File: src/motion_status_pkg.sv
// Register map, field positions and reset values of the motion status logic
package motion_status_pkg;

   // ==========================================================
   // Register addresses on the serial register port
   localparam logic [6:0] ADDR_STATUS  = 7'h02;
   localparam logic [6:0] ADDR_DELTA_X = 7'h03;
   localparam logic [6:0] ADDR_DELTA_Y = 7'h04;

   // ==========================================================
   // Status field positions
   localparam int MOTION_BIT = 7;
   localparam int YOVF_BIT   = 4;
   localparam int XOVF_BIT   = 3;
   localparam int CPI_MSB    = 2;
   localparam int CPI_LSB    = 1;

   // ==========================================================
   // Reset values and answers
   localparam logic       FLAG_RST    = 1'b0;
   localparam logic [7:0] DATA_RST    = 8'h00;
   localparam logic [7:0] UNMAPPED_RD = 8'h00;

endpackage

File: src/delta_snapshot.sv
// Frozen X and Y displacement values captured on a status read
`timescale 1ns/1ps

module delta_snapshot (
   // Clock and reset
   input  wire logic       clk_sys,
   input  wire logic       rst,
   // Capture strobe and live accumulator values
   input  wire logic       snap_load,
   input  wire logic [7:0] live_x,
   input  wire logic [7:0] live_y,
   // Frozen values
   output logic      [7:0] frozen_x,
   output logic      [7:0] frozen_y
);

   typedef struct packed {
      logic [1:0][7:0] axis;
   } snap_t;

   snap_t st_reg;
   snap_t st_next;
   logic [1:0][7:0] live;

   assign live[0] = live_x;
   assign live[1] = live_y;

   // ==========================================================
   // Capture: a new load simply overwrites an unread snapshot
   always_comb begin
      st_next = st_reg;
      if (snap_load) begin
         st_next.axis = live;
      end
   end

   always_ff @(posedge clk_sys or posedge rst) begin
      if (rst) begin
         st_reg <= '0;
      end else begin
         st_reg <= st_next;
      end
   end

   genvar i;
   for (i = 0; i < 2; i++) begin : g_hold
      // Value only moves on a capture strobe
      snap_hold_a: assert property (
         @(posedge clk_sys) disable iff (rst)
         !snap_load |=> $stable(st_reg.axis[i]))
         else $error("frozen displacement changed without capture");
   end

   assign frozen_x = st_reg.axis[0];
   assign frozen_y = st_reg.axis[1];

endmodule

File: src/motion_status_readout.sv
// Motion status register, overflow flags and displacement freeze logic
//
// Functional notes
// - Motion bit 7 set on motion since last status read, else clear.
// - Bits 4 and 3 report Y and X overflow since last status read.
// - Bits 2:1 show the selected counts-per-inch resolution.
// - Status read freezes X and Y displacement for later reads.
// - Second status read before delta reads discards previous frozen data.
// - Overflow flags read 0 by default, 1 after an overflow.
`timescale 1ns/1ps

module motion_status_readout (
   // Clock and reset
   input  wire logic       clk_sys,
   input  wire logic       rst,
   // Register read port from the serial front end
   input  wire logic       rd_en,
   input  wire logic [6:0] rd_addr,
   output logic            rd_valid,
   output logic      [7:0] rd_data,
   // Accumulator side
   input  wire logic       motion_event,
   input  wire logic       x_ovf_event,
   input  wire logic       y_ovf_event,
   input  wire logic [7:0] live_x,
   input  wire logic [7:0] live_y,
   output logic            accum_clear,
   // Configuration
   input  wire logic [1:0] cpi_select_field,
   // Snapshot state
   output logic            snap_pending
);

   typedef struct packed {
      logic       motion;
      logic       x_accum_overflow_flag;
      logic       y_accum_overflow_flag;
      logic       pending;
      logic       valid;
      logic [7:0] data;
   } state_t;

   state_t st_reg;
   state_t st_next;
   logic [7:0] frozen_x;
   logic [7:0] frozen_y;
   logic       status_rd;
   logic       x_rd;
   logic       y_rd;
   logic [7:0] status_word;

   function automatic logic hit(input logic       en,
                                input logic [6:0] addr,
                                input logic [6:0] target);
      return en && (addr == target);
   endfunction

   assign status_rd = hit(rd_en, rd_addr, motion_status_pkg::ADDR_STATUS);
   assign x_rd      = hit(rd_en, rd_addr, motion_status_pkg::ADDR_DELTA_X);
   assign y_rd      = hit(rd_en, rd_addr, motion_status_pkg::ADDR_DELTA_Y);

   // ==========================================================
   // Status word assembly
   always_comb begin
      status_word = 8'h00;
      status_word[motion_status_pkg::MOTION_BIT] = st_reg.motion;
      status_word[motion_status_pkg::YOVF_BIT] =
         st_reg.y_accum_overflow_flag;
      status_word[motion_status_pkg::XOVF_BIT] =
         st_reg.x_accum_overflow_flag;
      status_word[motion_status_pkg::CPI_MSB:motion_status_pkg::CPI_LSB] =
         cpi_select_field;
   end

   // ==========================================================
   // Flags, snapshot bookkeeping and read data
   always_comb begin
      st_next = st_reg;
      st_next.valid = rd_en;
      // Sticky flags; an event in the read cycle survives the clear
      if (status_rd) begin
         st_next.motion = motion_event;
         st_next.x_accum_overflow_flag = x_ovf_event;
         st_next.y_accum_overflow_flag = y_ovf_event;
         st_next.pending = 1'b1;
      end else begin
         st_next.motion = st_reg.motion | motion_event;
         st_next.x_accum_overflow_flag =
            st_reg.x_accum_overflow_flag | x_ovf_event;
         st_next.y_accum_overflow_flag =
            st_reg.y_accum_overflow_flag | y_ovf_event;
         if (y_rd) begin
            st_next.pending = 1'b0;
         end
      end
      if (status_rd) begin
         st_next.data = status_word;
      end else if (x_rd) begin
         st_next.data = frozen_x;
      end else if (y_rd) begin
         st_next.data = frozen_y;
      end else if (rd_en) begin
         st_next.data = motion_status_pkg::UNMAPPED_RD;
      end
   end

   always_ff @(posedge clk_sys or posedge rst) begin
      if (rst) begin
         st_reg.motion                <= motion_status_pkg::FLAG_RST;
         st_reg.x_accum_overflow_flag <= motion_status_pkg::FLAG_RST;
         st_reg.y_accum_overflow_flag <= motion_status_pkg::FLAG_RST;
         st_reg.pending               <= 1'b0;
         st_reg.valid                 <= 1'b0;
         st_reg.data                  <= motion_status_pkg::DATA_RST;
      end else begin
         st_reg <= st_next;
      end
   end

   // ==========================================================
   // Freeze: a repeated status read overwrites unread deltas
   delta_snapshot u_snap (
      .clk_sys   (clk_sys),
      .rst       (rst),
      .snap_load (status_rd),
      .live_x    (live_x),
      .live_y    (live_y),
      .frozen_x  (frozen_x),
      .frozen_y  (frozen_y)
   );

   // Captured motion leaves the accumulator so the next report is fresh
   assign accum_clear  = status_rd;
   assign rd_valid     = st_reg.valid;
   assign rd_data      = st_reg.data;
   assign snap_pending = st_reg.pending;

   // ==========================================================
   // Checks
   // Flags are checked one edge after their cause, where the register shows it
   motion_set_a: assert property (
      @(posedge clk_sys) disable iff (rst)
      motion_event |=> st_reg.motion)
      else $error("motion event did not set flag");

   motion_clear_a: assert property (
      @(posedge clk_sys) disable iff (rst)
      status_rd && !motion_event |=> !st_reg.motion)
      else $error("motion flag not cleared by status read");

   motion_hold_a: assert property (
      @(posedge clk_sys) disable iff (rst)
      st_reg.motion && !status_rd |=> st_reg.motion)
      else $error("motion flag dropped without status read");

   overflow_report_a: assert property (
      @(posedge clk_sys) disable iff (rst)
      status_rd |=> rd_data[4] == $past(st_reg.y_accum_overflow_flag)
                 && rd_data[3] == $past(st_reg.x_accum_overflow_flag))
      else $error("overflow bits wrong in status word");

   overflow_clear_a: assert property (
      @(posedge clk_sys) disable iff (rst)
      status_rd && !x_ovf_event && !y_ovf_event
      |=> !st_reg.x_accum_overflow_flag && !st_reg.y_accum_overflow_flag)
      else $error("overflow flags not cleared by status read");

   cpi_report_a: assert property (
      @(posedge clk_sys) disable iff (rst)
      status_rd |=> rd_data[2:1] == $past(cpi_select_field))
      else $error("resolution bits wrong in status word");

   freeze_read_a: assert property (
      @(posedge clk_sys) disable iff (rst)
      status_rd ##1 (rd_en && rd_addr == motion_status_pkg::ADDR_DELTA_X)
      |=> rd_data == $past(live_x, 2))
      else $error("delta X read did not return snapshot");

   delta_y_read_a: assert property (
      @(posedge clk_sys) disable iff (rst)
      y_rd |=> rd_data == $past(frozen_y))
      else $error("delta Y read did not return snapshot");

   pending_drop_a: assert property (
      @(posedge clk_sys) disable iff (rst)
      y_rd |=> !snap_pending)
      else $error("snapshot still pending after delta Y read");

   refreeze_a: assert property (
      @(posedge clk_sys) disable iff (rst)
      status_rd ##1 status_rd |=> frozen_y == $past(live_y))
      else $error("second status read kept old snapshot");

   pending_set_a: assert property (
      @(posedge clk_sys) disable iff (rst)
      status_rd |=> snap_pending)
      else $error("status read did not mark snapshot pending");

   overflow_sticky_a: assert property (
      @(posedge clk_sys) disable iff (rst)
      st_reg.x_accum_overflow_flag && !status_rd
      |=> st_reg.x_accum_overflow_flag)
      else $error("overflow flag dropped without status read");

   y_overflow_sticky_a: assert property (
      @(posedge clk_sys) disable iff (rst)
      st_reg.y_accum_overflow_flag && !status_rd
      |=> st_reg.y_accum_overflow_flag)
      else $error("Y overflow flag dropped without status read");

   x_overflow_set_a: assert property (
      @(posedge clk_sys) disable iff (rst)
      x_ovf_event |=> st_reg.x_accum_overflow_flag)
      else $error("X overflow event did not set flag");

   y_overflow_set_a: assert property (
      @(posedge clk_sys) disable iff (rst)
      y_ovf_event |=> st_reg.y_accum_overflow_flag)
      else $error("Y overflow event did not set flag");

   reserved_zero_a: assert property (
      @(posedge clk_sys) disable iff (rst)
      status_rd |=> rd_valid && rd_data[6:5] == 2'b00 && !rd_data[0])
      else $error("reserved status bits not zero");

   unmapped_zero_a: assert property (
      @(posedge clk_sys) disable iff (rst)
      rd_en && !status_rd && !x_rd && !y_rd
      |=> rd_data == motion_status_pkg::UNMAPPED_RD)
      else $error("unmapped read did not answer zero");

endmodule

File: config.mk
export PLATFORM = sky130hd
export DESIGN_NAME = motion_status_readout
export DESIGN_NICKNAME = d
export VERILOG_FILES = /design/src/motion_status_pkg.sv /design/src/delta_snapshot.sv /design/src/motion_status_readout.sv
export SDC_FILE = /design/constraint.sdc
export NUM_CORES = 1
export LEC_CHECK = 0
export BUFFER_PORTS_ARGS = -buffer_cell sky130_fd_sc_hd__buf_2
export CAP_MARGIN = 20
export CORE_MARGIN = 3
export CORE_UTILIZATION = 41
export CTS_CLUSTER_DIAMETER = 200
export DETAILED_ROUTE_END_ITERATION = 12
export PLACE_DENSITY_LB_ADDON = 0.1
export SYNTH_ARGS = -nofsm -noshare
export SYNTH_HDL_FRONTEND = slang
export SYNTH_HIERARCHICAL = 1
export SYNTH_SLANG_ARGS = --single-unit
File: constraint.sdc
create_clock -name clk_sys -period 2.8 [get_ports clk_sys]
set_input_delay 0.56 -clock clk_sys [delete_from_list [all_inputs] [get_ports clk_sys]]
set_output_delay 0.56 -clock clk_sys [all_outputs]
set_load 0.01 [all_outputs]
==> impl_metrics.py <==
metrics = {
    "timing": {
        "maxSlewHeadroom": 0.582,
        "rsz0062_at_grt": "false",
        "whs_ns": 0.249,
        "fmaxAchievable_mhz": 465,
        "min_period_ns": 2.15,
        "drv_slew": 0,
        "finalCritPeriodShare": 0.767,
        "report.final.hold_viol_count": 0,
        "fin_tns_setup_ns": 0,
        "worstMarginPinSlew_ns": 0.626,
        "fin_skew_ns": 0.0101,
        "setup_viol": 0,
    },
    "floorplanning": {
        "rows": 20,
        "die_w_microns": 65.0,
        "ios": 42,
        "core_region_area_sq_um": 3180,
        "fp.dieArea_sq_um": 4220,
        "chipHeight_microns": 65.0,
        "start_util": 0.449,
    },
    "global_routing": {
        "grt_antenna_before_repair": 0,
        "grt_max_degree": 17,
        "grt_remaining_overflow": 0,
        "grt_use_total": 0.153,
        "grt_pass1_wl_microns": 4790,
        "grt_pass1_vias": 1032,
    },
    "detailed_routing": {
        "drc": 0,
        "drtPass1Iterations": 4,
        "post_drt_wl_per_cell_microns": 14.3,
        "wirelength_microns": 2810,
        "vias_per_cell": 4.80,
        "drtIter0Drc": 47,
        "num_vias": 940,
        "ant_nets": 0,
    },
    "clock_tree": {
        "root_buffer": "clkbuf_4",
        "cts_max_level": 2,
        "cts_made_buffers": 5,
        "clock_sinks": 29,
        "insertion_delay_ns": 0.33,
        "clk_pin_slew_ns": 0.09,
        "ctsHoldBuffers": 0,
        "cts-resized-gates": 0,
        "cts_tree": "yes",
        "post_cts_buffers": 0,
        "cts.path.max_buffers": 2,
    },
    "critical_path": {
        "critPathLaunchType": "input pin",
        "crit_type": "input pin to primary output",
        "cp-end-kind": "primary output",
        "worstPathRequired_ns": 2.24,
        "critPathMaxFanout": 11,
        "cp_data_arrival_time_ns": 1.59,
    },
    "placement": {
        "place_congestion": 0.743,
        "place_inst": 188,
        "dpl.hpwl_microns": 2210,
        "portBuffers": 41,
    },
    "pwr": {
        "peakVddDrop_v": 0.000255,
        "p_leak_nw": 0.830,
        "cellPowerDensity_nw_per_um2": 472,
    },
    "synthesis": {
        "syn_nets": 145,
        "yosysWarnings": 6,
        "async_flop_share": 1.00,
        "yosysUniqueCellTypes": 29,
        "ys_ff_latch": 29,
        "seq_area_frac_synth": 0.509,
        "yosys.cell_count.top_type": "dfrtp_1",
        "synth-edff-count": 0,
        "postSynthAreaPerCell_sq_um": 12.5,
        "synth_ff_type": "dfrtp_1",
        "synth_top_area_share": 0.509,
        "synth_cells": 114,
        "synth_common_cells": "29 x dfrtp_1, 15 x inv_1, 10 x mux2_4",
        "netlist_area_sq_um": 1430,
        "synth_largest_area_cell": "dfrtp_1",
        "netlist_top_cells_area": "dfrtp_1 51%, mux2_4 11%, mux2_2 4.7%, buf_4 4.2%, inv_1 3.9%",
    },
    "final_layout": {
        "fillers": 322,
        "antenna_cells": 0,
        "finalNonFillerCells": 196,
        "drive_above_1_share": 0.454,
        "area_growth_pct": 14.8,
        "finalNetCount": 182,
    },
    "worst_hold_path": {
        "hp-class": "input pin to async pin",
    },
    "status": {
        "status": "finished clean",
    },
    "job": {
        "drv_cap": 0,
    },
}
==> stage by stage <==
stage	setup WS (ns)	total power, mW	cell area (sq um)	utilization
global placement	0.687	0.542	1590	0.500
detailed placement	0.639	0.546	1590	0.500
floorplan	0.835	0.510	1430	-
global route	0.509	0.820	1640	0.515
CTS	0.636	0.782	1640	0.515
finish	0.652	0.774	1640	0.515
==> critical path, cell delays in order <==
cell	delay [ns]
buf_2	0.19
nor4b_4	0.34
nand4_2	0.21
inv_1	0.14
buf_2	0.14
==> layer usage <==
metal  GRT usage  share of wire
met5           0              0
met4      0.0633          0.019
met3      0.0555          0.064
met2       0.240           0.45
met1       0.189           0.47
==> power by group <==
group | internal, mW | total (mW) | switching (mW)
sequential | 0.439 | 0.451 | 0.0121
combinational | 0.0472 | 0.0851 | 0.0379
clock | 0.0999 | 0.238 | 0.138
==> kinds of logic after synthesis <==
logic type	share of synthesized area
AO/OA/AOI/OAI	0.112
buffers and inverters	0.118
flip-flops	0.509
multiplexers	0.153
AND/OR/NAND/NOR	0.108
==> cell usage in the layout (no fill, tap or decap) <==
master / instances
o22ai_1: 7
buf_2: 41
dfrtp_1: 29
a31o_2: 1
inv_1: 15
o2111ai_1: 1
nand2_2: 1
o21ai_0: 1
clkbuf_4: 5
nand4_2: 1
buf_4: 2
a22oi_1: 3
nor2b_1: 5
nand2_1: 1
and3_1: 1
o221ai_1: 1
and2b_1: 2
nor3b_2: 1
and2_1: 4
clkbuf_1: 3
a222oi_1: 4
mux2_2: 6
and3b_1: 1
nor2_1: 1
nor4b_4: 1
a21o_1: 3
nand3_1: 1
mux2_4: 10
==> final timing paths <==
kind	slack, ns	cells past startpoint	startpoint	to
hold reg to reg	0.48	1	st_reg[10]	st_reg[10]
max in group asynchronous	2.08	2	rst	u_snap/frozen_x[2]
setup reg to reg	1.60	3	u_snap/frozen_y[4]	rd_data[4]
hold / removal	0.25	2	rst	snap_pending
setup / recovery	0.65	5	rd_en	accum_clear
min in group clk_sys	0.40	2	x_ovf_event	st_reg[11]
==> final cells by class <==
| cell class | count | area [sq um] | area share |
|---|---|---|---|
| Tap cell | 44 | 55.1 | 0.0336 |
| Multi-Input combinational cell | 57 | 532 | 0.325 |
| Clock buffer | 8 | 48.8 | 0.0298 |
| Timing Repair Buffer | 43 | 220 | 0.134 |
| Inverter | 15 | 56.3 | 0.0344 |
| Sequential cell | 29 | 726 | 0.443 |
Power figures use the tool's default switching activity.
